File: src/rtl/pmof_regs.svh
// constants for the performance-monitor overflow and freeze block
`ifndef PMOF_REGS_SVH
`define PMOF_REGS_SVH

// register indices of the overflow status registers
`define PMOF_STAT0_IDX 8'h00
`define PMOF_STAT1_IDX 8'h01
`define PMOF_STAT3_IDX 8'h03
// generic counter pairs 4..7, counter width in bits
`define PMOF_FIRST_CTR 4
`define PMOF_LAST_CTR  7
`define PMOF_NUM_CTR   4
`define PMOF_CNT_W     32
// model-specific monitor reports at this status bit
`define PMOF_MS_BIT    8
// field positions
`define PMOF_FR_BIT    0
`define PMOF_PLM_LSB   0
`define PMOF_OI_BIT    5
`define PMOF_PM_BIT    6
`define PMOF_ES_LSB    8
// reset values
`define PMOF_FR_RST    1'b0
`define PMOF_OVF_RST   5'h00
`define PMOF_CNT_RST   32'h0000_0000

`endif

File: src/rtl/pmof_pkg.sv
// types shared by the performance-monitor overflow and freeze block
`include "pmof_regs.svh"
package pmof_pkg;
    // per-counter configuration, only implemented fields kept
    typedef struct packed {
        logic       es_cycles;  // event select bit 0: 0 retired instr, 1 cycles
        logic       pm;
        logic       oi;
        logic [3:0] plm;
    } pmof_cfg_t;

    typedef struct packed {
        logic                                      fr;
        logic [`PMOF_MS_BIT:`PMOF_FIRST_CTR]       ovf;
        pmof_cfg_t [`PMOF_NUM_CTR-1:0]             cfg;
        logic [63:0]                               rdata;
        logic                                      rvalid;
        logic                                      irq;
    } pmof_top_state_t;

    typedef struct packed {
        logic [`PMOF_CNT_W-1:0] count;
    } pmof_ctr_state_t;
endpackage : pmof_pkg

File: src/rtl/pmof_cnt_if.sv
// link between the monitor control and one generic counter
`timescale 1ns/1ps
`default_nettype none
`include "pmof_regs.svh"
interface pmof_cnt_if;
    logic                   inc;
    logic                   wr;
    logic [`PMOF_CNT_W-1:0] wdata;
    logic [`PMOF_CNT_W-1:0] count;
    logic                   ovf;
    modport ctr (input inc, input wr, input wdata, output count, output ovf);
    modport mon (output inc, output wr, output wdata, input count, input ovf);
endinterface : pmof_cnt_if
`default_nettype wire

File: src/rtl/pmof_counter.sv
// one generic event counter with wrap detection
`timescale 1ns/1ps
`default_nettype none
`include "pmof_regs.svh"
module pmof_counter (
    // clock and reset
    input wire logic  mclk,
    input wire logic  rst_n,
    // control side
    pmof_cnt_if.ctr   bus
);
    pmof_pkg::pmof_ctr_state_t q, d;

    // a software load wins over a count in the same cycle
    always_comb begin
        d = q;
        if (bus.wr) begin
            d.count = bus.wdata;
        end else if (bus.inc) begin
            d.count = q.count + `PMOF_CNT_W'(1);  // only ever counts up
        end
    end

    always_ff @(posedge mclk or negedge rst_n) begin
        if (!rst_n) begin
            q.count <= `PMOF_CNT_RST;
        end else begin
            q <= d;
        end
    end

    assign bus.count = q.count;
    // carry out of the top count bit
    assign bus.ovf   = bus.inc & ~bus.wr & (&q.count);
endmodule : pmof_counter
`default_nettype wire

File: src/rtl/pmof_top.sv
// performance-monitor access gating, overflow status and freeze control
`timescale 1ns/1ps
`default_nettype none
`include "pmof_regs.svh"
module pmof_top (
    // clock and reset
    input  wire logic        mclk,
    input  wire logic        rst_n,
    // processor status fields
    input  wire logic [1:0]  current_priv_level,
    input  wire logic        user_monitor_enable,
    input  wire logic        priv_monitor_enable,
    input  wire logic        secure_monitor_flag,
    input  wire logic        overflow_vector_mask,
    // countable events and model-specific monitor
    input  wire logic        evt_retired_instr,
    input  wire logic        ms_irq_req,
    // move-to / move-from requests
    input  wire logic        req_valid,
    input  wire logic        req_write,
    input  wire logic        req_is_data,
    input  wire logic [7:0]  req_index,
    input  wire logic [63:0] req_wdata,
    // answers and status
    output logic [63:0]      rsp_rdata,
    output logic             rsp_valid,
    output logic             freeze_bit,
    output logic             perf_irq_pend
);
    localparam int NC = `PMOF_NUM_CTR;
    localparam int W  = `PMOF_CNT_W;

    pmof_pkg::pmof_top_state_t q, d;

    logic [NC-1:0]          ctr_ovf;
    logic [NC-1:0]          ctr_inc;
    logic [NC-1:0]          ctr_oi;
    logic [W-1:0]           ctr_cnt [NC];
    logic                   in_ctr_range;
    logic                   data_wr;
    logic                   stat_wr0;
    logic                   ms_evt;
    logic                   irq_evt;
    logic [1:0]             sel;
    logic [63:0]            stat0_view;

    pmof_cnt_if cif [NC] ();

    assign in_ctr_range = (req_index >= 8'(`PMOF_FIRST_CTR)) &&
                          (req_index <= 8'(`PMOF_LAST_CTR));
    assign sel          = req_index[1:0];  // indices 4..7 map to slots 0..3
    assign data_wr      = req_valid & req_write & req_is_data & in_ctr_range;
    assign stat_wr0     = req_valid & req_write & ~req_is_data &
                          (req_index == `PMOF_STAT0_IDX);

    // per-counter enable and event selection
    for (genvar g = 0; g < NC; g++) begin : g_ctr
        logic en;
        assign en = ~q.fr & q.cfg[g].plm[current_priv_level] &
                    (q.cfg[g].pm ? priv_monitor_enable : user_monitor_enable);
        assign ctr_inc[g]   = en & (q.cfg[g].es_cycles | evt_retired_instr);
        assign cif[g].inc   = ctr_inc[g];
        assign cif[g].wr    = data_wr && (sel == 2'(g));
        assign cif[g].wdata = req_wdata[W-1:0];
        assign ctr_cnt[g]   = cif[g].count;
        assign ctr_ovf[g]   = cif[g].ovf;
        assign ctr_oi[g]    = q.cfg[g].oi;
        pmof_counter u_ctr (
            .mclk  (mclk),
            .rst_n (rst_n),
            .bus   (cif[g])
        );
    end

    // model-specific requests are frozen along with the counters
    assign ms_evt  = ms_irq_req & ~q.fr;
    assign irq_evt = (|(ctr_ovf & ctr_oi)) | ms_evt;

    // status register 0 as software sees it; bits 3:1 read zero
    assign stat0_view = {55'h0, q.ovf, 3'h0, q.fr};

    always_comb begin
        d        = q;
        d.rvalid = 1'b0;
        d.irq    = 1'b0;
        // software writes: clears and loads come first
        if (req_valid && req_write && !req_is_data) begin
            if (req_index == `PMOF_STAT0_IDX) begin
                d.fr  = req_wdata[`PMOF_FR_BIT];
                d.ovf = req_wdata[`PMOF_MS_BIT:`PMOF_FIRST_CTR];
            end else if (in_ctr_range) begin
                d.cfg[sel].plm       = req_wdata[`PMOF_PLM_LSB +: 4];
                d.cfg[sel].oi        = req_wdata[`PMOF_OI_BIT];
                d.cfg[sel].pm        = req_wdata[`PMOF_PM_BIT];
                d.cfg[sel].es_cycles = req_wdata[`PMOF_ES_LSB];
            end
        end
        // hardware sets win over a same-cycle clear, and never clear
        d.ovf[`PMOF_LAST_CTR:`PMOF_FIRST_CTR] = d.ovf[`PMOF_LAST_CTR:`PMOF_FIRST_CTR]
                                                | ctr_ovf;
        d.ovf[`PMOF_MS_BIT] = d.ovf[`PMOF_MS_BIT] | ms_evt;
        if (irq_evt) begin
            d.fr = 1'b1;
        end
        d.irq = irq_evt & ~overflow_vector_mask;
        // reads answer one cycle later, no side effects
        if (req_valid && !req_write) begin
            d.rvalid = 1'b1;
            d.rdata  = 64'h0;
            if (req_is_data) begin
                if (in_ctr_range && ((current_priv_level == 2'h0) ||
                    (!q.cfg[sel].pm && !secure_monitor_flag))) begin
                    d.rdata = {{(64-W){ctr_cnt[sel][W-1]}}, ctr_cnt[sel]};
                end
            end else if (req_index == `PMOF_STAT0_IDX) begin
                d.rdata = stat0_view;
            end else if (in_ctr_range) begin
                d.rdata = {48'h0, 7'h0, q.cfg[sel].es_cycles, 1'b0, q.cfg[sel].pm,
                           q.cfg[sel].oi, 1'b0, q.cfg[sel].plm};
            end
            // status registers 1..3 hold no implemented counter: zero
        end
    end

    // state register; everything starts clear and unfrozen
    always_ff @(posedge mclk or negedge rst_n) begin
        if (!rst_n) begin
            q.fr     <= `PMOF_FR_RST;
            q.ovf    <= `PMOF_OVF_RST;
            q.cfg    <= '0;
            q.rdata  <= 64'h0;
            q.rvalid <= 1'b0;
            q.irq    <= 1'b0;
        end else begin
            q <= d;
        end
    end

    assign rsp_rdata     = q.rdata;
    assign rsp_valid     = q.rvalid;
    assign freeze_bit    = q.fr;
    assign perf_irq_pend = q.irq;
endmodule : pmof_top
`default_nettype wire

File: config.mk
export PLATFORM = sky130hd
export DESIGN_NAME = pmof_top
export DESIGN_NICKNAME = d
export VERILOG_FILES = /design/src/rtl/pmof_pkg.sv /design/src/rtl/pmof_cnt_if.sv /design/src/rtl/pmof_counter.sv /design/src/rtl/pmof_top.sv
export VERILOG_INCLUDE_DIRS = /design/src /design/src/rtl
export SDC_FILE = /design/constraint.sdc
export NUM_CORES = 1
export LEC_CHECK = 0
export BUFFER_PORTS_ARGS = -buffer_cell sky130_fd_sc_hd__buf_2
export CAP_MARGIN = 20
export CORE_ASPECT_RATIO = 2
export CORE_MARGIN = 2
export CORE_UTILIZATION = 45
export CTS_BUF_LIST = sky130_fd_sc_hd__clkbuf_8 sky130_fd_sc_hd__clkbuf_16
export CTS_CLUSTER_DIAMETER = 80
export DETAILED_ROUTE_END_ITERATION = 7
export SETUP_SLACK_MARGIN = 0.5
export SLEW_MARGIN = 20
export SYNTH_ARGS = -nofsm -noshare
export SYNTH_HDL_FRONTEND = slang
export SYNTH_SLANG_ARGS = --single-unit
File: constraint.sdc
create_clock -name mclk -period 2.8 [get_ports mclk]
set_clock_uncertainty 0.2 [all_clocks]
set_input_delay 0.56 -clock mclk [delete_from_list [all_inputs] [get_ports mclk]]
set_output_delay 0.56 -clock mclk [all_outputs]
set_load 0.005 [all_outputs]
Yosys cells after proc, flatten, opt, wreduce, memory -nomap -nowiden
Cells that the tools add are included.
- register bits after elaboration: 228
- input port bits: 85
- output and inout port bits: 67
- logic and storage cells: 158
- add/sub/neg operators: 4
- magnitude comparators: 6
- eq/ne operators: 3
- muxes and demuxes: 47
- bitwise gates (word level): 41
- reduce and logical (&&, ||, !) cells: 32
- operators with widths (kind ; count):
    $mux W32 ; 10
    $add A32 B1 Y32 const B ; 4
    $mux W64 ; 2
    $reduce_and A32 Y1 ; 4
    $bwmux W28 ; 4
    $bmux W32 S2 ; 1
    $demux W7 S2 ; 4
    $mux W28 ; 2
    $mux W34 ; 1
    $and A1 B1 Y1 ; 25
    $mux W9 ; 2
    $bmux W7 S2 ; 1
    $mux W7 ; 2
    $mux W6 ; 2
    $reduce_bool A2 Y1 ; 6
    $logic_and A1 B1 Y1 ; 11
    $mux W1 ; 10
    $bmux W1 S2 ; 4
    $ge A8 B3 Y1 const B ; 1
    $le A8 B3 Y1 const B ; 1
    $logic_not A8 Y1 ; 1
    $not A1 Y1 ; 7
    $lt A2 B3 Y1 const B ; 2
    $or A1 B1 Y1 ; 6
    15 further kinds ; 20

Depth between registers and ports, before layout
Gate-level depths: netlist (run 1).
- word-level depth: 12
- depth in mapped cells: 8
- depth with buffers taken out: 7

By module
A second synthesis (run 1) with hierarchy kept.
- cells, all modules: 1254
- area total of the unflattened synthesis: 12214.2 um^2
- by module, submodules not included (module ; instances ; cells an instance ; area each (um^2)):
    pmof_counter ; 4 ; 226 ; 1934.4
    pmof_top ; 1 ; 350 ; 4476.8

Least setup slack after synthesis (run 1)
Ideal clock, no wire load.
- kind: input to register
- start: input current_priv_level[0]
- end: register g_ctr[3].u_ctr.bus.count[24] (netlist name)
- library setup time: 137 ps
- arrival: 2120 ps
- path slack: 343 ps
- stages: 8
- cells stage by stage: buf_4 -> mux4_2 -> nand3_4 -> or4_4 -> buf_6 -> nor3_2 -> xnor2_1 -> a21oi_1
- cells in the longest elaborated chain, start to end: 6
- RTL lines (what ; RTL line ; RTL):
    start, declared ; pmof_top.sv:10 ; input wire logic [1:0] current_priv_level,
    $bmux W1 S2 ; pmof_top.sv:59 ; assign en = ~q.fr & q.cfg[g].plm[current_priv_level] &
    $mux W1 (implied by the code) ; pmof_top.sv:59 ;
    $and A1 B1 Y1 (2 in a row) ; pmof_top.sv:59 ;
    $and A1 B1 Y1 ; pmof_top.sv:61 ; assign ctr_inc[g] = en & (q.cfg[g].es_cycles | evt_retired_instr);
    $reduce_bool A2 Y1 (no line) ; n/a ;
Every way passes these cells. The select of a mux whose other input is x is not followed.
A chain may end at the register's enable or synchronous reset.

==> reports/qor.yml, run 1 <==
detailed_routing:
  wl_per_cell_um: 21.1
  vias: 9056
  drtPass1Iterations: 5
  viasPerCell: 5.64
  route.detailed.drc: 0
  ant_nets: 0
  routed_wl_um: 33900
  first_iter_violations: 550
sta:
  worst_slew_pin_slew_ps: 705
  relSlewSlack_pct: 53.0
  tns_ps: 0
  holdWs_ps: 52.2
  setup_viol: 0
  timing.final.hold_violations: 0
  period_minus_slack_ps: 2230
  rsz0062_at_grt: "true"
  slew_violations: 0
  post-route-period-util_pct: 79.6
  max_freq_ghz: 0.448
synth:
  syn_area_per_cell_sq_um: 9.70
  synth-simple-area-share_pct: 19.3
  yosys-top-cells-area: "dfrtp_1 43%, mux4_2 8.3%, xor2_1 6.0%"
  synth_fa_ha_area_share_pct: 0.438
  synth_cells: 1178
  synthXorXnorAreaFrac_pct: 9.50
  netlist.area_leader.share_pct: 42.9
  yosys.area.top_type: "dfrtp_1"
  synthMuxAreaShare_pct: 12.4
  ys_types: 52
  synth_top_family_by_area: "simple AND/OR/NAND/NOR gates"
  synth_compound_area_share_pct: 8.70
  syn-num-nets: 1267
  yosysSeqAreaShare_pct: 42.9
  synth-warning-count: 0
  synth-edff-count: 0
  netlist_area_sq_mm: 0.0114
  ys_seq_elements: 196
  ys.flop_type: "dfrtp_1"
  synth_async_sr_flop_share_pct: 100
global_route:
  grt.total_usage_pct: 26.3
  grt_start_max_net_pins: 65
  antenna_found_initial: 1
  grt_pass1_vias: 9143
  grt_pass1_wl_um: 52200
  grt-ovfl-total: 0
floorplan:
  fp.dieW_um: 117
  core_sq_mm: 0.0250
  die_h_um: 229
  io_pins: 152
  start_util_pct: 45.6
  std_cell_rows: 82
  die_area_sq_mm: 0.0268
power_and_ir_drop:
  swShare_pct: 26.3
  clockPowerShare_pct: 42.0
  pwr-share-seq_pct: 50.8
  power_switching_uw: 1540
  power.density_mw_per_mm2: 448
  comb_power_share_pct: 7.2
  intPower_uw: 4320
  worst_ir_drop_vdd_v: 0.000437
  power.leakage_uw: 0.00608
clock_tree:
  clkLatencyLatePin_ps: 470
  cts_tree: "done"
  cts_made_buffers: 17
  root_buffer: "clkbuf_16"
  h-tree-depth: 4
  cts.path.max_buffers: 2
  cts_sinks: 196
  path_clk_slew_ps: 80
placement:
  port_buffers: 119
  hpwl_um: 25300
  finalWeightedCongestion: 0.893
  dp.cells: 1551
worst_setup_path:
  cp_max_fo: 7
  crit_type: "reg -> reg"
  worstPathArrival_ps: 2350
  critPathRequiredTime_ps: 2920
  critPathCaptureType: "flip-flop"
  worstSetupStartpointType: "flip-flop"
run:
  max_cap_viol_count: 0
hold_path:
  hold_path_class: "in -> reg"
cells_and_area:
  seqCellArea_sq_mm: 0.00491
  final_cell_mix: "191 x dfrtp_1, 167 x nor2_1, 129 x a21oi_1"
  final_common_cell: "dfrtp_1"
  final_cells: 1605
  multi_input_area_sq_mm: 0.00598
  area_growth_pct: 14.6
  final_nets: 1344
  drive_above_1_share_pct: 26.9
  fill_cells: 2425
status:
  status: "complete, no violations"
==> synthesized netlist by cell type (26+ instances only) <==
master / count
dfrtp_1: 196
nor2_1: 172
a21oi_1: 129
nand2_1: 105
xor2_1: 78
buf_4: 65
nand3_1: 55
clkbuf_1: 46
xnor2_1: 46
mux4_2: 42
nand4_1: 37
mux2_2: 33
o21ai_0: 29
and3_1: 26
==> power by group through the flow <==
stage	Clock, uW	Sequential (uW)	Combinational [uW]
finish	2460	2980	423
global route	2620	2990	463
floorplan	0	3010	210
detailed placement	0	3030	416
CTS	2520	2980	421
global placement	0	3030	412
==> kinds of logic after synthesis <==
kind of cell    count (synthesis)
compound gates                178
xor+xnor                      124
fa+ha+maj                       4
buf+inv                       135
flops                         196
mux                            83
simple gates                  458
==> layer usage <==
metal	track usage, %	up-vias	routed length (um)	part of all wire [%]
met1	28.1	4490	12000	35
met3	3.84	96	990	2.9
met5	0	-	0	0
met2	47.2	238	18700	55
met4	16.1	0	2230	6.6
li1	-	4232	-	-
==> layout make-up <==
cell class / count / share of cell area, %
diodes: 1 / 0.0191
clock buffers: 17 / 3.25
clock inverters: 15 / 1.13
inverters: 9 / 0.258
multi-input cells: 847 / 45.7
flip-flops and latches: 196 / 37.5
well taps: 336 / 3.21
repair buffers: 184 / 8.93
==> repair_timing <==
action / 4_1_cts / 5_1_grt
hold endpoints to repair: 50 / 0
endpoints found under the setup margin: 19 / 95
gates cloned: 0 / 1
hold buffers: 1 / 0
pin swaps: 6 / 10
gates resized for setup: 3 / 28
buffers inserted: 8 / 11
==> path summary, 6_finish.rpt <==
check | slack [ps] | cells after the start | startpoint | endpoint
max | 570 | 7 | flip-flop | g_ctr[1].u_ctr.bus.count[22]
min | 50 | 2 | overflow_vector_mask | perf_irq_pend
max reg2reg | 570 | 7 | flip-flop | g_ctr[1].u_ctr.bus.count[22]
min reg2reg | 270 | 2 | rsp_rdata[24] | rsp_rdata[24]
max in group asynchronous | 1240 | 3 | rst_n | g_ctr[1].u_ctr.bus.count[11]
min in group asynchronous | 450 | 2 | rst_n | rsp_rdata[7]
==> worst max-delay path, cell delays in order (launching register included) <==
cell	delay, ps
dfrtp_1	400
mux4_2	310
o2111ai_4	170
or3_4	470
buf_4	190
nor3_4	130
xnor2_1	140
a21oi_1	80
==> stage by stage <==
stage | area [sq um] | utilization, % | setup WS, ps | power [uW]
2_1_floorplan | 11600 | - | 426 | 3220
3_3_place_gp | 12300 | 48.9 | 104 | 3440
3_5_place_dp | 12300 | 48.9 | 77.7 | 3450
4_1_cts | 12900 | 51.5 | 503 | 5910
5_1_grt | 13100 | 52.3 | 466 | 6070
6_report | 13100 | 52.3 | 570 | 5860
Power figures use the tool's default switching activity.
==> inputs of run 2 (changes only) <==
--- a/config.mk
+++ b/config.mk
@@ -14,6 +14,7 @@
 export CTS_BUF_LIST = sky130_fd_sc_hd__clkbuf_8 sky130_fd_sc_hd__clkbuf_16
 export CTS_CLUSTER_DIAMETER = 80
 export DETAILED_ROUTE_END_ITERATION = 7
+export PLACE_DENSITY = 0.67
 export SETUP_SLACK_MARGIN = 0.5
 export SLEW_MARGIN = 20
 export SYNTH_ARGS = -nofsm -noshare
==> constraint.sdc (replaced) <==
create_clock -name mclk -period 1.85 [get_ports mclk]
set_clock_uncertainty 0.2 [all_clocks]
set_input_delay 0.37 -clock mclk [delete_from_list [all_inputs] [get_ports mclk]]
set_output_delay 0.37 -clock mclk [all_outputs]
set_load 0.005 [all_outputs]
==> run 2 against run 1 <==
Net effect:
- the flow now finishes with violations (setup timing)
- die area is the same
- critical endpoint unchanged
- register-to-register slack lost 890 ps
- largest cell class unchanged
- via count grew 16%
==> reports/qor.yml, run 2 (synthesized netlist as in run 1, its figures left out) <==
power_and_ir_drop:
  power_switching_uw: 2250
  swShare_pct: 25.3
  worst_ir_drop_vdd_v: 0.000475
  intPower_uw: 6640
  comb_power_share_pct: 10.7
  power.leakage_uw: 0.00812
  clockPowerShare_pct: 39.1
  power.density_mw_per_mm2: 529
  pwr-share-seq_pct: 50.2
sta:
  max_freq_ghz: 0.461
  rsz0062_at_grt: "true"
  timing.final.hold_violations: 0
  slew_violations: 0
  setup_viol: 185
  period_minus_slack_ps: 2170
  tns_ps: -27310
  holdWs_ps: 14.0
  worst_slew_pin_slew_ps: 690
  timing.final.ws_setup_ps: -321
  post-route-period-util_pct: 117
  relSlewSlack_pct: 54.0
detailed_routing:
  routed_wl_um: 40200
  vias: 10509
  route.detailed.drc: 0
  first_iter_violations: 626
  wl_per_cell_um: 21.8
  ant_nets: 0
  viasPerCell: 5.69
  drtPass1Iterations: 5
worst_setup_path:
  critPathRequiredTime_ps: 1990
  cp_max_fo: 7
  crit_type: "reg -> reg"
  worstSetupStartpointType: "flip-flop"
  worst_r2r_path_depth: 7
  worstPathArrival_ps: 2310
  critPathCaptureType: "flip-flop"
cells_and_area:
  final_nets: 1588
  diodes: 0
  seqCellArea_sq_mm: 0.00491
  drive_above_1_share_pct: 49.3
  area_growth_pct: 47.2
  final_cells: 1846
  final_cell_mix: "222 x buf_4, 194 x dfrtp_1, 148 x nor2_1"
  fill_cells: 1840
  multi_input_area_sq_mm: 0.00715
  final_common_cell: "buf_4"
global_route:
  grt.total_usage_pct: 30.2
  grt_pass1_vias: 11046
  grt_pass1_wl_um: 60000
  grt-ovfl-total: 0
  antenna_found_initial: 0
  grt_start_max_net_pins: 65
clock_tree:
  clkLatencyLatePin_ps: 460
  h-tree-depth: 4
  root_buffer: "clkbuf_16"
  cts.path.max_buffers: 2
  cts_sinks: 196
  cts_made_buffers: 17
  cts_tree: "done"
  path_clk_slew_ps: 70
placement:
  dp.cells: 1742
  port_buffers: 119
  finalWeightedCongestion: 0.968
  hpwl_um: 27800
hold_path:
  hold_path_class: "in -> reg"
  hold_depth: 3
floorplan:
  die_area_sq_mm: 0.0268
  core_sq_mm: 0.0250
  fp.dieW_um: 117
  std_cell_rows: 82
  die_h_um: 229
  io_pins: 152
  start_util_pct: 45.6
status:
  violations: "setup timing"
  status: "finished, violations left"
run:
  max_cap_viol_count: 0
run 2: cell types whose count changed in the layout (fill, tap and decap cells not counted), sizes merged:
cell         before  now
clkinv            5    6
bufinv            1    0
clkbuf           18   28
diode             1    0
buf             182  416
dlygate4sd3       1    4
clkinvlp          2    0
bufbuf            0    1
inv              16   12
run 2: cell type report:
type / instances / area share [%]
flip-flops and latches: 196 / 29.2
well taps: 336 / 2.50
repair buffers: 428 / 22.5
clock inverters: 9 / 0.245
clock buffers: 21 / 2.86
multi-input cells: 847 / 42.5
inverters: 9 / 0.201
run 2: routing by layer:
layer  share of wire (%)  track usage (%)  vias up  wire (um)
met5                   0                0        -          0
met3                 3.8             4.76      184       1540
met4                 9.5             25.7        0       3810
met2                  55             53.7      419      22100
li1                    -                -     4712          -
met1                  32             29.1     5194      12700
run 2: repair_timing:
action,CTS,global route
hold buffers,4,0
gates cloned,5,3
setup endpoints to repair,262,262
pin swaps,240,111
setup buffers,41,21
endpoints found under the hold margin,200,0
gates resized for setup,208,122
run 2: worst max-delay path, stage by stage, from the launching register on:
cell,delay (ps)
dfrtp_1,410
mux4_2,310
o2111ai_4,150
or3_4,420
buf_12,180
nor3_4,140
xnor2_1,140
a21oi_1,90
run 2: power groups by stage:
| stage | clock network [uW] | registers, uW | logic (uW) |
|---|---|---|---|
| 3_3_place_gp | 0 | 4540 | 829 |
| 2_1_floorplan | 0 | 4550 | 346 |
| 3_5_place_dp | 0 | 4540 | 844 |
| 4_1_cts | 3530 | 4460 | 915 |
| 5_1_grt | 3690 | 4480 | 1020 |
| 6_report | 3480 | 4470 | 955 |
run 2: path summary, 6_finish.rpt:
kind	startpoint	endpoint	slack, ps
hold reg to reg	rsp_rdata[19]	rsp_rdata[19]	270
min in group asynchronous	rst_n	rsp_rdata[3]	170
setup reg to reg	flip-flop	g_ctr[1].u_ctr.bus.count[22]	-320
hold / removal	req_wdata[11]	g_ctr[3].u_ctr.bus.count[11]	10
setup / recovery	flip-flop	g_ctr[1].u_ctr.bus.count[22]	-320
max in group asynchronous	rst_n	rsp_rdata[10]	660
run 2: metrics by stage:
stage | setup slack, ps | util (%) | instance area [sq um] | total power [uW]
final | -321 | 67.2 | 16800 | 8900
after global routing | -382 | 67.2 | 16800 | 9180
after CTS | -336 | 63.8 | 16000 | 8900
after detailed placement | -652 | 56.2 | 14100 | 5390
after global placement | -606 | 56.2 | 14100 | 5370
after floorplan | -331 | - | 12000 | 4900
==> inputs of run 3 (changes only) <==
--- a/config.mk
+++ b/config.mk
@@ -14,7 +14,6 @@
 export CTS_BUF_LIST = sky130_fd_sc_hd__clkbuf_8 sky130_fd_sc_hd__clkbuf_16
 export CTS_CLUSTER_DIAMETER = 80
 export DETAILED_ROUTE_END_ITERATION = 7
-export PLACE_DENSITY = 0.67
 export SETUP_SLACK_MARGIN = 0.5
 export SLEW_MARGIN = 20
 export SYNTH_ARGS = -nofsm -noshare
==> constraint.sdc (replaced) <==
create_clock -name mclk -period 2.4 [get_ports mclk]
set_clock_uncertainty 0.2 [all_clocks]
set_input_delay 0.48 -clock mclk [delete_from_list [all_inputs] [get_ports mclk]]
set_output_delay 0.48 -clock mclk [all_outputs]
set_load 0.005 [all_outputs]
==> run 3 against run 2 <==
Net effect:
- the flow now finishes without violations
- setup slack improved by 480 ps
- register-to-register slack improved by 480 ps
- global-route usage decreased by 2.5 points
- first-iteration DRC count decreased by 28%
- die area unchanged
- combinational power decreased by 38%
- clock power decreased by 11%
- utilization decreased by 4.9 points
- largest cell class unchanged
==> reports/qor.yml, run 3 (synthesized netlist as in run 1, its figures left out) <==
clock_tree:
  clkLatencyLatePin_ps: 470
  root_buffer: "clkbuf_16"
  cts_made_buffers: 17
  cts.path.max_buffers: 2
  h-tree-depth: 4
  cts_tree: "done"
  path_clk_slew_ps: 70
  cts_sinks: 196
cells_and_area:
  fill_cells: 2053
  fin_util_pct: 62.3
  final_common_cell: "dfrtp_1"
  final_cells: 1721
  drive_above_1_share_pct: 44.7
  final_cell_mix: "187 x dfrtp_1, 146 x nor2_1, 122 x a21oi_1"
  area_growth_pct: 36.6
  seqCellArea_sq_mm: 0.00492
  diodes: 0
  final_nets: 1461
  design_area_sq_mm: 0.0156
  multi_input_area_sq_mm: 0.00704
detailed_routing:
  wl_met2_um: 21300
  wl_met3_um: 1330
  viasPerCell: 5.71
  highest_layer: "met4"
  vias: 9827
  drt-met1-wl_um: 12400
  route.detailed.drc: 0
  ant_nets: 0
  wl_per_cell_um: 22.0
  routed_wl_um: 37800
  first_iter_violations: 452
  drtPass1Iterations: 5
worst_setup_path:
  slowest_stage: "mux4_2"
  path_cells: "mux4_2, o2111ai_4, buf_12, buf_4, nor3_4, buf_12, buf_4, xnor2_2, a21oi_1"
  critPathRequiredTime_ps: 2520
  critPathCaptureType: "flip-flop"
  cp_max_fo: 7
  path_buf_inv: 4
  max_stage_delay_ps: 530
  crit_type: "reg -> reg"
  worstPathArrival_ps: 2360
  worstSetupStartpointType: "flip-flop"
  crit_family: "buffers and inverters"
placement:
  finalWeightedCongestion: 0.885
  port_buffers: 119
  placedInstanceArea_sq_mm: 0.0129
  dp.cells: 1601
  hpwl_um: 25700
sta:
  slew_violations: 0
  tns_ps: 0
  setup_viol: 0
  post-route-period-util_pct: 93.5
  rsz0062_at_grt: "true"
  worst_slew_pin_slew_ps: 1180
  timing.final.hold_violations: 0
  max_freq_ghz: 0.446
  relSlewSlack_pct: 20.7
  period_minus_slack_ps: 2240
global_route:
  grt_pass1_vias: 9720
  antenna_found_initial: 0
  grt.total_usage_pct: 27.7
  grt_pass1_wl_um: 54900
  grt_start_max_net_pins: 65
  grt-ovfl-total: 0
hold_path:
  hold_path_class: "in -> reg"
floorplan:
  die_h_um: 229
  die_area_sq_mm: 0.0268
  io_pins: 152
  start_util_pct: 45.6
  std_cell_rows: 82
  core_sq_mm: 0.0250
  fp.dieW_um: 117
status:
  status: "complete, no violations"
power_and_ir_drop:
  worst_ir_drop_vdd_v: 0.000427
  power_uw: 7170
  power.leakage_uw: 0.00723
  power.density_mw_per_mm2: 460
run:
  max_cap_viol_count: 0
==> run 3: power by group <==
part | switching, uW | internal [uW] | total [uW] | leakage, uW
registers | 84.6 | 3380 | 3470 | 0.00269
logic | 341 | 255 | 595 | 0.00423
clock network | 1350 | 1760 | 3110 | 0.000305
total | 1770 | 5400 | 7170 | 0.00723
==> run 3: repair_timing <==
action | in CTS | in global routing
hold buffers | 2 | 0
gates resized for setup | 133 | 178
pin swaps | 152 | 144
buffers inserted | 36 | 43
endpoints found under the hold margin | 45 | 0
cloned | 1 | 6
setup endpoints to repair | 192 | 196
==> run 3: layout make-up <==
type	instances	share of cell area, %
multi-input combinational	850	45.1
sequential	196	31.5
timing repair buffer	298	16.5
clock buffer	18	2.81
tap	336	2.69
clock inverter	14	1.19
inverter	9	0.216
==> run 3: worst register-to-register path, cell delays in order, from the launching register on <==
cell and delay, ps:
dfrtp_1 400, mux4_2 530, o2111ai_4 170, buf_12 150, buf_4 110, nor3_4 40, buf_12 160, buf_4 150
xnor2_2 110, a21oi_1 80
==> run 3: stage by stage <==
| step | setup WS [ps] | hold slack [ps] |
|---|---|---|
| 2_1_floorplan | 107 | -15.6 |
| 3_3_place_gp | -180 | 257 |
| 3_5_place_dp | -199 | 266 |
| 4_1_cts | 203 | 73.0 |
| 5_1_grt | 80.1 | 114 |
| 6_report | 156 | 116 |
==> run 3: path summary, 6_finish.rpt <==
path                               start                           end  slack [ps]  cells past startpoint
max                            flip-flop  g_ctr[0].u_ctr.bus.count[10]         160                      9
min                        req_wdata[11]  g_ctr[0].u_ctr.bus.count[11]         120                      3
max reg2reg                    flip-flop  g_ctr[0].u_ctr.bus.count[10]         160                      9
min reg2reg                rsp_rdata[18]                 rsp_rdata[18]         270                      2
max in group asynchronous          rst_n   g_ctr[2].u_ctr.bus.count[6]         980                      3
min in group asynchronous          rst_n                  rsp_rdata[1]         340                      2
==> run 3: metal layers <==
layer	up-vias	global-route usage, %
met5	-	0
met4	0	17.2
met3	128	3.49
met2	307	50.7
met1	4927	28.8
li1	4465	-
